### config.mk
export PLATFORM = sky130hd
export DESIGN_NAME = dtc_top
export DESIGN_NICKNAME = d
export VERILOG_FILES = /design/src/common/dtc_pkg.sv /design/src/common/dtc_cfg_if.sv /design/src/design/dtc_regfile.sv /design/src/design/dtc_delay_timer.sv /design/src/design/dtc_top.sv
export SDC_FILE = /design/constraint.sdc
export NUM_CORES = 1
export LEC_CHECK = 0
export ABC_AREA = 1
export BUFFER_PORTS_ARGS = -buffer_cell sky130_fd_sc_hd__buf_4
export CAP_MARGIN = 20
export CORE_UTILIZATION = 53
export CTS_CLUSTER_SIZE = 24
export DETAILED_ROUTE_END_ITERATION = 16
export GPL_TIMING_DRIVEN = 0
export MAX_ROUTING_LAYER = met4
export PLACE_DENSITY = 0.87
export SETUP_SLACK_MARGIN = 0.05
export SYNTH_ARGS = -nofsm -noshare
export SYNTH_HDL_FRONTEND = slang
export SYNTH_HIERARCHICAL = 1
export SYNTH_SLANG_ARGS = --single-unit
export TNS_END_PERCENT = 5
### constraint.sdc
create_clock -name clk -period 1.94 [get_ports clk]
set_clock_uncertainty 0.2 [all_clocks]
set_input_delay 0.194 -clock clk [delete_from_list [all_inputs] [get_ports clk]]
set_output_delay 0.194 -clock clk [all_outputs]
set_load 0.02 [all_outputs]
### src/common/dtc_pkg.sv
// shared constants, timing figures and types of the drive timing configuration block
`default_nettype none
package dtc_pkg;
    // register map
    localparam logic [7:0] DTC_CFG_ADDR = 8'h29;
    localparam logic [7:0] DTC_STATUS_ADDR = 8'h30;
    localparam logic [7:0] DTC_CFG_MASK = 8'h3F;
    // field positions within the configuration register
    localparam int DTC_ZC_LSB = 0;
    localparam int DTC_SAMPLE_LSB = 2;
    localparam int DTC_CLAMP_LSB = 4;
    localparam int DTC_FIELD_W = 2;
    // field reset values
    localparam logic [1:0] DTC_CLAMP_RST = 2'h0;
    localparam logic [1:0] DTC_SAMPLE_RST = 2'h3;
    localparam logic [1:0] DTC_ZC_RST = 2'h0;
    localparam logic [1:0] DTC_CLAMP_OFF = 2'h0;
    // status register bit positions
    localparam int DTC_ST_AUTO = 0;
    localparam int DTC_ST_TIMING = 1;
    localparam int DTC_ST_CLAMPED = 2;
    localparam int DTC_ST_SAMPLE = 3;
    localparam int DTC_ST_WINDOW = 4;
    // clock and counter width
    localparam int DTC_CLK_PERIOD_NS = 10;
    localparam int DTC_CNT_W = 24;
    // overdrive clamp limits in ms: longest times, rounded down
    localparam int DTC_CLAMP1_MS = 25;
    localparam int DTC_CLAMP2_MS = 50;
    localparam int DTC_CLAMP3_MS = 100;
    localparam int DTC_CLAMP1_CYC = DTC_CLAMP1_MS * 1000000 / DTC_CLK_PERIOD_NS;
    localparam int DTC_CLAMP2_CYC = DTC_CLAMP2_MS * 1000000 / DTC_CLK_PERIOD_NS;
    localparam int DTC_CLAMP3_CYC = DTC_CLAMP3_MS * 1000000 / DTC_CLK_PERIOD_NS;
    // back-emf sample delays in us: least times, rounded up
    localparam int DTC_SAMPLE0_US = 150;
    localparam int DTC_SAMPLE1_US = 200;
    localparam int DTC_SAMPLE2_US = 250;
    localparam int DTC_SAMPLE3_US = 300;
    localparam int DTC_SAMPLE0_CYC =
        (DTC_SAMPLE0_US * 1000 + DTC_CLK_PERIOD_NS - 1) / DTC_CLK_PERIOD_NS;
    localparam int DTC_SAMPLE1_CYC =
        (DTC_SAMPLE1_US * 1000 + DTC_CLK_PERIOD_NS - 1) / DTC_CLK_PERIOD_NS;
    localparam int DTC_SAMPLE2_CYC =
        (DTC_SAMPLE2_US * 1000 + DTC_CLK_PERIOD_NS - 1) / DTC_CLK_PERIOD_NS;
    localparam int DTC_SAMPLE3_CYC =
        (DTC_SAMPLE3_US * 1000 + DTC_CLK_PERIOD_NS - 1) / DTC_CLK_PERIOD_NS;
    // zero-crossing detection windows in us: longest times, rounded down
    localparam int DTC_ZC0_US = 100;
    localparam int DTC_ZC1_US = 200;
    localparam int DTC_ZC2_US = 300;
    localparam int DTC_ZC3_US = 390;
    localparam int DTC_ZC0_CYC = DTC_ZC0_US * 1000 / DTC_CLK_PERIOD_NS;
    localparam int DTC_ZC1_CYC = DTC_ZC1_US * 1000 / DTC_CLK_PERIOD_NS;
    localparam int DTC_ZC2_CYC = DTC_ZC2_US * 1000 / DTC_CLK_PERIOD_NS;
    localparam int DTC_ZC3_CYC = DTC_ZC3_US * 1000 / DTC_CLK_PERIOD_NS;

    // overdrive clamp sequencer states
    typedef enum logic [1:0] {
        DTC_CL_IDLE = 2'b00,
        DTC_CL_TIMING = 2'b01,
        DTC_CL_CLAMPED = 2'b10
    } dtc_clamp_state_type;

    // pick one of four cycle counts by a two-bit code
    function automatic logic [DTC_CNT_W-1:0] dtc_pick(input logic [1:0] code,
        input int c0, input int c1, input int c2, input int c3);
        logic [DTC_CNT_W-1:0] r;
        unique case (code)
            2'h0: r = DTC_CNT_W'(c0);
            2'h1: r = DTC_CNT_W'(c1);
            2'h2: r = DTC_CNT_W'(c2);
            2'h3: r = DTC_CNT_W'(c3);
        endcase
        return r;
    endfunction : dtc_pick
endpackage : dtc_pkg
`default_nettype wire

### src/common/dtc_cfg_if.sv
// decoded configuration fields passed from the register bank to the timing engine
`default_nettype none
interface dtc_cfg_if;
    logic [1:0] clamp_sel;
    logic [1:0] sample_code;
    logic [1:0] zc_code;
    modport regs (output clamp_sel, output sample_code, output zc_code);
    modport engine (input clamp_sel, input sample_code, input zc_code);
endinterface : dtc_cfg_if
`default_nettype wire

### src/design/dtc_regfile.sv
// configuration and status register bank on the plain register port
`default_nettype none
module dtc_regfile (
    // clock, reset, enable
    input wire logic clk,
    input wire logic srst,
    input wire logic ce,
    // register port
    input wire logic [7:0] addr,
    input wire logic [7:0] wdata,
    input wire logic wr,
    input wire logic rd,
    output logic [7:0] rdata,
    // live engine state and decoded fields
    input wire logic [7:0] status,
    dtc_cfg_if.regs cfg
);
    logic [7:0] cfg_reg;
    logic [7:0] cfg_next;
    logic [7:0] rdata_reg;
    logic [7:0] rdata_next;

    // write decode, reserved bits stay zero; read data live one cycle only
    always_comb begin
        cfg_next = cfg_reg;
        rdata_next = 8'h00;
        if (wr && addr == dtc_pkg::DTC_CFG_ADDR) begin
            cfg_next = wdata & dtc_pkg::DTC_CFG_MASK;
        end
        if (rd) begin
            unique case (addr)
                dtc_pkg::DTC_CFG_ADDR: rdata_next = cfg_reg;
                dtc_pkg::DTC_STATUS_ADDR: rdata_next = status;
                default: rdata_next = 8'h00; // unmapped reads as zero
            endcase
        end
    end

    // register stage
    always_ff @(posedge clk) begin
        if (srst) begin
            cfg_reg <= {2'h0, dtc_pkg::DTC_CLAMP_RST, dtc_pkg::DTC_SAMPLE_RST,
                dtc_pkg::DTC_ZC_RST};
            rdata_reg <= 8'h00;
        end else if (ce) begin
            cfg_reg <= cfg_next;
            rdata_reg <= rdata_next;
        end
    end

    // field slices toward the engine
    assign cfg.clamp_sel = cfg_reg[dtc_pkg::DTC_CLAMP_LSB +: dtc_pkg::DTC_FIELD_W];
    assign cfg.sample_code = cfg_reg[dtc_pkg::DTC_SAMPLE_LSB +: dtc_pkg::DTC_FIELD_W];
    assign cfg.zc_code = cfg_reg[dtc_pkg::DTC_ZC_LSB +: dtc_pkg::DTC_FIELD_W];
    assign rdata = rdata_reg;
endmodule : dtc_regfile
`default_nettype wire

### src/design/dtc_delay_timer.sv
// loadable one-shot down counter with abort, busy level and done pulse
`default_nettype none
module dtc_delay_timer #(
    parameter int CNT_W = 24
) (
    // clock, reset, enable
    input wire logic clk,
    input wire logic srst,
    input wire logic ce,
    // control
    input wire logic load,
    input wire logic abort,
    input wire logic [CNT_W-1:0] count,
    // state
    output logic busy,
    output logic done
);
    logic [CNT_W-1:0] cnt_reg;
    logic [CNT_W-1:0] cnt_next;
    logic busy_reg;
    logic busy_next;
    logic done_reg;
    logic done_next;

    // refuse a counter too narrow to be useful
    if (CNT_W < 2) begin : g_chk
        $error("dtc_delay_timer: CNT_W must be at least 2");
    end

    // load restarts, abort cancels, done pulses count cycles after load
    always_comb begin
        cnt_next = cnt_reg;
        busy_next = busy_reg;
        done_next = 1'b0;
        if (load) begin
            cnt_next = count;
            busy_next = 1'b1;
        end else if (abort) begin
            busy_next = 1'b0;
        end else if (busy_reg) begin
            cnt_next = cnt_reg - CNT_W'(1);
            if (cnt_reg <= CNT_W'(1)) begin
                busy_next = 1'b0;
                done_next = 1'b1;
            end
        end
    end

    // register stage
    always_ff @(posedge clk) begin
        if (srst) begin
            cnt_reg <= '0;
            busy_reg <= 1'b0;
            done_reg <= 1'b0;
        end else if (ce) begin
            cnt_reg <= cnt_next;
            busy_reg <= busy_next;
            done_reg <= done_next;
        end
    end

    assign busy = busy_reg;
    assign done = done_reg;
endmodule : dtc_delay_timer
`default_nettype wire

### src/design/dtc_top.sv
// drive timing configuration register with its clamp, sample and detection timers
//
// Chosen here: the address-and-strobe port.
`default_nettype none

// Functional notes
// - clamp codes 1..3 limit 25/50/100 ms
// - clamp code zero means automatic, unlimited overdrive
// - after clamp period, clamp to rated level
// - autocal or diagnostics ignore clamp, use automatic
// - back-emf sample delay 150..300 us, reset 3
// - zero-cross detection window 100..390 us, reset 0
module dtc_top #(
    // clamp limits in cycles
    parameter int CLAMP1_CYC = dtc_pkg::DTC_CLAMP1_CYC,
    parameter int CLAMP2_CYC = dtc_pkg::DTC_CLAMP2_CYC,
    parameter int CLAMP3_CYC = dtc_pkg::DTC_CLAMP3_CYC,
    // back-emf sample delays in cycles
    parameter int SAMPLE0_CYC = dtc_pkg::DTC_SAMPLE0_CYC,
    parameter int SAMPLE1_CYC = dtc_pkg::DTC_SAMPLE1_CYC,
    parameter int SAMPLE2_CYC = dtc_pkg::DTC_SAMPLE2_CYC,
    parameter int SAMPLE3_CYC = dtc_pkg::DTC_SAMPLE3_CYC,
    // zero-crossing windows in cycles
    parameter int ZC0_CYC = dtc_pkg::DTC_ZC0_CYC,
    parameter int ZC1_CYC = dtc_pkg::DTC_ZC1_CYC,
    parameter int ZC2_CYC = dtc_pkg::DTC_ZC2_CYC,
    parameter int ZC3_CYC = dtc_pkg::DTC_ZC3_CYC
) (
    // clock, reset, enable
    input wire logic clk,
    input wire logic srst,
    input wire logic ce,
    // register port
    input wire logic [7:0] reg_addr,
    input wire logic [7:0] reg_wdata,
    input wire logic reg_wr,
    input wire logic reg_rd,
    output logic [7:0] reg_rdata,
    // drive loop events and modes
    input wire logic od_phase_start,
    input wire logic od_phase_active,
    input wire logic autocal_active,
    input wire logic diag_active,
    input wire logic zero_cross,
    input wire logic zc_search_start,
    // overdrive clamp toward the drive loop
    output logic [1:0] overdrive_clamp_sel,
    output logic auto_overdrive,
    output logic [23:0] od_limit_cycles,
    output logic clamp_to_rated,
    // back-emf sampling toward the adc
    output logic [23:0] sample_delay_cycles,
    output logic back_emf_sample,
    // zero-crossing detection
    output logic [23:0] zero_cross_window,
    output logic zc_window_open,
    output logic zc_detected,
    output logic zc_timeout
);
    localparam int CW = dtc_pkg::DTC_CNT_W;
    localparam longint CMAX = (64'd1 << CW) - 64'd1;

    // refuse counts the timers cannot hold
    function automatic bit dtc_bad(input int c);
        return (c < 1) || (longint'(c) > CMAX);
    endfunction : dtc_bad

    if (dtc_bad(CLAMP1_CYC) || dtc_bad(CLAMP2_CYC) || dtc_bad(CLAMP3_CYC))
    begin : g_chk_clamp
        $error("dtc_top: clamp counts out of range");
    end
    if (dtc_bad(SAMPLE0_CYC) || dtc_bad(SAMPLE1_CYC) || dtc_bad(SAMPLE2_CYC)
        || dtc_bad(SAMPLE3_CYC)) begin : g_chk_sample
        $error("dtc_top: sample counts out of range");
    end
    if (dtc_bad(ZC0_CYC) || dtc_bad(ZC1_CYC) || dtc_bad(ZC2_CYC)
        || dtc_bad(ZC3_CYC)) begin : g_chk_zc
        $error("dtc_top: window counts out of range");
    end

    // decoded fields from the register bank
    dtc_cfg_if cfg ();

    // engine state
    dtc_pkg::dtc_clamp_state_type cl_state_reg;
    dtc_pkg::dtc_clamp_state_type cl_state_next;
    logic [CW-1:0] od_cyc_reg;
    logic [CW-1:0] od_cyc_next;
    logic [CW-1:0] smp_cyc_reg;
    logic [CW-1:0] smp_cyc_next;
    logic [CW-1:0] zc_cyc_reg;
    logic [CW-1:0] zc_cyc_next;
    logic zc_det_reg;
    logic zc_det_next;
    logic [7:0] status;

    // timer controls
    logic cl_load;
    logic cl_abort;
    logic cl_busy;
    logic cl_done;
    logic smp_busy;
    logic smp_done;
    logic zc_busy;
    logic zc_done;
    logic zc_abort;
    logic clamp_ignored;
    logic auto_od;

    // register bank
    dtc_regfile u_regs (
        .clk(clk),
        .srst(srst),
        .ce(ce),
        .addr(reg_addr),
        .wdata(reg_wdata),
        .wr(reg_wr),
        .rd(reg_rd),
        .rdata(reg_rdata),
        .status(status),
        .cfg(cfg.regs)
    );

    // mode decode: clamp select is moot during calibration or diagnostics
    assign clamp_ignored = autocal_active | diag_active;
    assign auto_od = (cfg.clamp_sel == dtc_pkg::DTC_CLAMP_OFF) | clamp_ignored;

    // decoded cycle counts, registered so the data outputs come from flops
    always_comb begin
        od_cyc_next = dtc_pkg::dtc_pick(cfg.clamp_sel, CLAMP1_CYC, CLAMP1_CYC,
            CLAMP2_CYC, CLAMP3_CYC);
        smp_cyc_next = dtc_pkg::dtc_pick(cfg.sample_code, SAMPLE0_CYC, SAMPLE1_CYC,
            SAMPLE2_CYC, SAMPLE3_CYC);
        zc_cyc_next = dtc_pkg::dtc_pick(cfg.zc_code, ZC0_CYC, ZC1_CYC,
            ZC2_CYC, ZC3_CYC);
        if (cfg.clamp_sel == dtc_pkg::DTC_CLAMP_OFF) begin
            od_cyc_next = '0; // no limit for clamp code zero
        end
    end

    // clamp sequencer: times the overdrive or braking phase, then clamps
    always_comb begin
        cl_state_next = cl_state_reg;
        cl_load = 1'b0;
        cl_abort = 1'b0;
        unique case (cl_state_reg)
            dtc_pkg::DTC_CL_IDLE: begin
                if (od_phase_start && od_phase_active && !auto_od) begin
                    cl_load = 1'b1;
                    cl_state_next = dtc_pkg::DTC_CL_TIMING;
                end
            end
            dtc_pkg::DTC_CL_TIMING: begin
                if (!od_phase_active || auto_od) begin
                    cl_abort = 1'b1;
                    cl_state_next = dtc_pkg::DTC_CL_IDLE;
                end else if (cl_done) begin
                    cl_state_next = dtc_pkg::DTC_CL_CLAMPED;
                end
            end
            dtc_pkg::DTC_CL_CLAMPED: begin
                if (!od_phase_active || auto_od) begin
                    cl_state_next = dtc_pkg::DTC_CL_IDLE;
                end
            end
            default: cl_state_next = dtc_pkg::DTC_CL_IDLE; // illegal code
        endcase
    end

    // a zero crossing inside an open window ends the search early
    always_comb begin
        zc_abort = zero_cross & zc_busy & ~zc_search_start;
        zc_det_next = zc_abort;
    end

    // register stage of the engine
    always_ff @(posedge clk) begin
        if (srst) begin
            cl_state_reg <= dtc_pkg::DTC_CL_IDLE;
            od_cyc_reg <= '0;
            smp_cyc_reg <= '0;
            zc_cyc_reg <= '0;
            zc_det_reg <= 1'b0;
        end else if (ce) begin
            cl_state_reg <= cl_state_next;
            od_cyc_reg <= od_cyc_next;
            smp_cyc_reg <= smp_cyc_next;
            zc_cyc_reg <= zc_cyc_next;
            zc_det_reg <= zc_det_next;
        end
    end

    // overdrive clamp period timer, loaded with the live decode
    dtc_delay_timer #(
        .CNT_W(CW)
    ) u_clamp_tmr (
        .clk(clk),
        .srst(srst),
        .ce(ce),
        .load(cl_load),
        .abort(cl_abort),
        .count(od_cyc_next),
        .busy(cl_busy),
        .done(cl_done)
    );

    // back-emf sample delay, restarted by each zero crossing
    dtc_delay_timer #(
        .CNT_W(CW)
    ) u_sample_tmr (
        .clk(clk),
        .srst(srst),
        .ce(ce),
        .load(zero_cross),
        .abort(1'b0),
        .count(smp_cyc_next),
        .busy(smp_busy),
        .done(smp_done)
    );

    // zero-crossing detection window
    dtc_delay_timer #(
        .CNT_W(CW)
    ) u_zc_tmr (
        .clk(clk),
        .srst(srst),
        .ce(ce),
        .load(zc_search_start),
        .abort(zc_abort),
        .count(zc_cyc_next),
        .busy(zc_busy),
        .done(zc_done)
    );

    // live engine state for software
    always_comb begin
        status = 8'h00;
        status[dtc_pkg::DTC_ST_AUTO] = auto_od;
        status[dtc_pkg::DTC_ST_TIMING] = cl_busy;
        status[dtc_pkg::DTC_ST_CLAMPED] = (cl_state_reg == dtc_pkg::DTC_CL_CLAMPED);
        status[dtc_pkg::DTC_ST_SAMPLE] = smp_busy;
        status[dtc_pkg::DTC_ST_WINDOW] = zc_busy;
    end

    // outputs toward the drive loop
    assign overdrive_clamp_sel = cfg.clamp_sel;
    assign auto_overdrive = auto_od;
    assign od_limit_cycles = od_cyc_reg;
    assign clamp_to_rated = (cl_state_reg == dtc_pkg::DTC_CL_CLAMPED);
    assign sample_delay_cycles = smp_cyc_reg;
    assign back_emf_sample = smp_done;
    assign zero_cross_window = zc_cyc_reg;
    assign zc_window_open = zc_busy;
    assign zc_detected = zc_det_reg;
    assign zc_timeout = zc_done;
endmodule : dtc_top
`default_nettype wire

## Yosys cells after proc, flatten, opt, wreduce, memory -nomap -nowiden

Cells that the tools add are included.

- Bitwise operators: 5
- $add $sub $neg: 3
- $lt $le $gt $ge: 3
- Mux-type cells: 45
- Reductions and logical operators: 18
- Equality and inequality tests: 18

Operators with widths:

| kind | count |
|---|---|
| 24-bit two-way mux | 9 |
| 24-bit one-hot mux with 4 select lines | 2 |
| 24-bit by 1-bit less-or-equal comparator with 1-bit output (second input constant) | 3 |
| 24-bit one-hot mux with 3 select lines | 1 |
| 24-bit by 1-bit subtractor with 24-bit output (second input constant) | 3 |
| 1-bit two-way mux | 26 |
| 8-bit by 6-bit == test with 1-bit output (second input constant) | 2 |
| 2-bit == test (second input constant) | 7 |
| 6-bit one-hot mux with 2 select lines | 1 |
| 2-bit by 1-bit == test with 1-bit output (second input constant) | 4 |
| 2-bit zero test | 4 |
| 2-bit two-way mux | 4 |
| 8-bit two-way mux | 1 |
| 2-bit != test (second input constant) | 3 |
| 2-bit one-hot mux with 3 select lines | 1 |
| 3-bit AND reduction | 2 |
| 2-bit nonzero test | 3 |
| 2-bit AND reduction | 2 |
| 4-bit AND reduction | 1 |
| 1-bit logical AND | 3 |
| 3-bit by 2-bit != test with 1-bit output (second input constant) | 1 |
| 1-bit AND | 2 |
| 1-bit zero test | 2 |
| 2-bit by 1-bit != test with 1-bit output (second input constant) | 1 |
| other kinds (3) | 4 |

- Bits of input ports: 27
- Register bits after elaboration: 167
- Output and inout bits: 88
- Logic and storage cells: 108

## Longest topological paths before layout

- Depth in word-level cells: 8
- Gate-level depth with buffers: 13
- Mapped depth without buffers: 12

## Modules after synthesis

The synthesis kept the hierarchy.

By module, submodules not included:

| module | cells an instance | instances | sequential area each (um2) | area an instance (um2) |
|---|---|---|---|---|
| dtc_delay_timer (u_clamp_tmr ...) | 320 | 2 | 520.5 | 1981.9 |
| dtc_delay_timer (u_zc_tmr) | 320 | 1 | 520.5 | 1933.1 |
| dtc_top | 221 | 1 | 480.5 | 1659.1 |
| dtc_regfile | 113 | 1 | 280.3 | 740.7 |

## Worst setup path after synthesis

OpenSTA, ideal clock, no wires.

- Path kind: register to register
- From: reg u_regs.cfg_reg[4]
- To: reg u_clamp_tmr.cnt_reg[7]
- Required time: 1.608 ns
- Setup time: 0.132 ns
- Clock period less this slack: 2.263 ns
- Data arrival time: 1.931 ns
- Path slack: -0.323 ns
- Cell stages (with the launch flop): 12
- Path buffers: 1
- Cells stage by stage: dfxtp_1 -> inv_1 -> ha_1 -> nor2_2 -> nand3_1 -> nor2_1 -> o21ai_1 -> inv_1 -> buf_2 -> o21ai_0 -> nand2_1 -> a21oi_1

- Longest elaborated chain between the ends: 8
- Elaborated cells between the ends (all ways): 18
- Classes of those cells: eq/ne (4); mux (7); bitwise (1); reduce/logical (6)

RTL lines:

| what | line | text |
|---|---|---|
| from (decl) | dtc_regfile.sv:18 | `logic [7:0] cfg_reg;` |
| from (signal assigned) | dtc_regfile.sv:42 | `cfg_reg <= {2'h0, dtc_pkg::DTC_CLAMP_RST, dtc_pkg::DTC_SAMPLE_RST,` |
| from (signal assigned) | dtc_regfile.sv:46 | `cfg_reg <= cfg_next;` |
| 2-bit zero test * | dtc_top.sv:126 | `assign auto_od = (cfg.clamp_sel == dtc_pkg::DTC_CLAMP_OFF) \| clamp_ignored;` |
| 1-bit OR * | dtc_top.sv:126 |  |
| 1-bit zero test * | dtc_top.sv:148 | `if (od_phase_start && od_phase_active && !auto_od) begin` |
| 1-bit logical AND * | dtc_top.sv:148 |  |
| 1-bit two-way mux * | dtc_top.sv:148 |  |
| 1-bit two-way mux * | dtc_top.sv:146 | `unique case (cl_state_reg)` |
| net cl_load | dtc_top.sv:98 | `logic cl_load;` |
| 2-bit != test (no line) / 2-bit nonzero test (equally long branches) | - |  |
| 3-bit AND reduction (no line) | - |  |
| to (signal assigned) | dtc_delay_timer.sv:56 | `cnt_reg <= cnt_next;` |
| to (decl) | dtc_delay_timer.sv:18 | `logic [CNT_W-1:0] cnt_reg;` |

Mark *: on every way through the listed nets, which the timed path passes. The rest lies on a longest branch. The select of a mux whose other input is x is not followed.
A chain may end at the register's enable or synchronous reset.

## Final worst setup path

- From: reg u_regs.cfg_reg[4]
- To: reg u_clamp_tmr.cnt_reg[14]

The elaborated chain is that of the path after synthesis.

==> flow_summary.toml <==
[routing]
drt_iter0_drc = 887
drt_pre_antenna_iters = 5
antenna_left = 0
drt_wl_total_um = 25110
drc = 0
wire_per_inst_um = 14.70
vias = 9155
vias_per_cell = 5.360

[run]
max_cap_violations = 0

[global_routing]
grt_max_degree = 18
grt_pass1_wl_um = 38980
grt_util_all_layers = 0.3129
grt_pass1_vias = 8222
overflow = 0
antenna_found_initial = 0

[timing]
fmax_mhz = 485.7
slew_violations = 0
period_needed_ns = 2.059
finalHoldViolations = 0
setup_ws_ns = -0.1190
period_share = 1.061
setup-violations-final = 26
worst_pin_slew_ns = 0.5949
rsz0062_at_grt = "true"
slew_headroom = 0.6034

[cells_and_area]
areaGrowthSynthToFinish_pct = 25.68
drive_gt1_frac = 0.2305
n_antenna_cell = 0
final_nets = 1533
layoutNonFillerInstCount = 1708
final_cell_area_mm2 = 0.01043

[min_path]
hp-class = "input port to register"
min-delay-start = "zero_cross"
hold_depth = 5

[floorplan]
core-area_mm2 = 0.01526
rows = 45
start_util = 0.5437
io_pins = 115
die_area_mm2 = 0.01616
die_h_um = 127.1
chipWidth_um = 127.1

[placed_design]
dpl.hpwl_um = 16880
portBuffers = 81
gp_congestion = 0.9574
placed_area_mm2 = 0.009462
placedCellCount = 1651
dp_slack_ns = -0.1895

[logic_synthesis]
syn_area_mm2 = 0.008297
yosysUniqueCellTypes = 40
yosysWarningCount = 6
ys.flop_type = "dfxtp_1"
yosysSeqAreaShare = 0.2799
synth_cells = 1294
avgSynthCellArea_um2 = 6.412
synth_edf_count = 0
async_flop_share = 0
ys_seq_elements = 116

[setup_path]
cp_top_family = "simple AND/OR/NAND/NOR gates"
crit_fanout = 6
cp-end-kind = "register"
cp_slowest_cell = "dfxtp_4"
rr_startpoint = "u_regs/cfg_reg[4]"
crit_arrival_ns = 2.18
ff2ff_path_depth = 12
cp_num_buf_inv = 4
path_class = "register to register"
cp.depth = 12
cp.required_ns = 2.06
slowest_delay_ns = 0.36
cp_cell_sequence = "inv_4, ha_4, nor2_4, nand3_2, nor2_4, buf_6, o21ai_4, inv_2, buf_6, nand2_1, o21ai_1, nor2_1"
crit_start = "u_regs/cfg_reg[4]"
start_kind = "register"

[clocking]
clk_pin_slew_worst_paths_ns = 0.06
tritoncts = "done"
htree_levels = 4
cts-root-buf = "clkbuf_16"
clock_latency_ns = 0.43
clockBufferDepth = 2
cts_buffers = 17
clock_sinks = 116

[power]
p_per_area_mw_per_mm2 = 738.2
power_leakage_uw = 0.004971
vdd_ir_drop_max_mv = 0.6945

[status]
status = "finished, violations left"
violations = "negative setup slack"
through the flow:
| stage | hold slack, ns | power [uW] | utilization | setup TNS, ns |
|---|---|---|---|---|
| after CTS | 0.001070 | 7646 | 0.6736 | 0 |
| after detailed placement | 0.2082 | 4388 | 0.6201 | -2.734 |
| final | 0.003508 | 7697 | 0.6834 | -1.774 |
| after global placement | 0.1985 | 4356 | 0.6201 | -1.765 |
| after global routing | 0.03559 | 7987 | 0.6834 | -4.028 |
| after floorplan | 0.06307 | 3957 | - | 0 |
cells by family (layout without fill, tap and decap cells):
family / after synthesis / in the layout / share of synthesized area
simple gates: 714 / 714 / 0.4116
buf+inv: 222 / 360 / 0.1339
compound gates: 217 / 217 / 0.1389
flops: 116 / 116 / 0.2799
fa+ha+maj: 22 / 22 / 0.03318
xor+xnor: 2 / 2 / 0.002112
other cells: 1 / 66 / 0.0004520
tightest hold or removal path, stage by stage:
cell,delay [ns]
buf_4,0.15
nand2_1,0.07
nor2_1,0.05
nor2_1,0.08
nor2_1,0.05
metal layers:
layer  vias to the layer above  GRT usage  share of wire
met5                         -          -              0
met4                         0     0.1492          0.038
met3                        88    0.06114          0.072
met2                       451     0.5171           0.48
met1                      4193     0.3660           0.41
li1                       4423          -              -
cells in the final DEF, fill, tap and decap left out, drive strengths merged, types with 3 or more instances in the layout:
cell	netlist	layout
dlygate4sd3	0	15
nand4	28	28
clkbuf	17	34
nand2	317	317
ha	22	22
inv	127	130
nor3b	3	3
nor3	8	8
o221ai	3	3
conb	1	66
bufinv	0	3
clkinvlp	0	5
a21oi	107	107
nand3	85	85
dfxtp	116	116
buf	75	166
clkinv	1	5
nand3b	6	6
a31oi	6	6
nor2	263	263
o22ai	3	3
o21ai	97	97
or2	4	4
path summary, 6_finish.rpt:
check,endpoint,slack (ns)
setup reg to reg,u_clamp_tmr/cnt_reg[14],-0.12
setup / recovery,u_clamp_tmr/cnt_reg[14],-0.12
hold reg to reg,u_regs/rdata[7],0.27
hold / removal,zc_detected,0.004
synth_stat cells (6+ instances only):
master | instances | area [um^2]
o21ai_1 | 22 | 110.1
nand3_1 | 78 | 390.4
dfxtp_1 | 116 | 2322
inv_2 | 12 | 45.04
nand3_2 | 7 | 70.07
nor3_1 | 7 | 35.03
a21oi_2 | 7 | 61.31
clkbuf_1 | 13 | 48.80
nand4_1 | 27 | 168.9
ha_1 | 22 | 275.3
nand3b_1 | 6 | 45.04
nor2_8 | 9 | 180.2
a21oi_1 | 100 | 500.5
inv_1 | 115 | 431.7
nand2_1 | 293 | 1100
buf_2 | 17 | 85.08
nor2_2 | 22 | 137.6
o21ai_0 | 71 | 355.3
nor2_1 | 213 | 799.5
a31oi_1 | 6 | 37.54
nand2_4 | 6 | 67.56
buf_4 | 54 | 405.4
nor2_4 | 19 | 214.0
nand2_2 | 18 | 112.6
final cells by class:
class / count / area [um^2]
multi-input combinational: 1021 / 5226
fill: 1250 / 4831
sequential: 116 / 2331
timing repair buffer: 106 / 842.1
buffer: 94 / 673.1
inverter: 128 / 485.5
clock buffer: 17 / 425.4
tap: 211 / 264.0
clock inverter: 15 / 180.2
where the power goes:
group | switching (uW) | total, uW | internal (uW)
logic | 1160 | 1810 | 651
registers | 129 | 2620 | 2490
clock network | 1250 | 3270 | 2020
what timing repair did:
item / CTS / global route
endpoints found under the setup margin: 27 / 58
endpoints found under the hold margin: 21 / 0
cloned: 2 / 0
pin swaps: 5 / 9
buffers inserted: 4 / 4
hold buffers: 15 / 0
gates resized for setup: 13 / 41
Power figures use the tool's default switching activity.
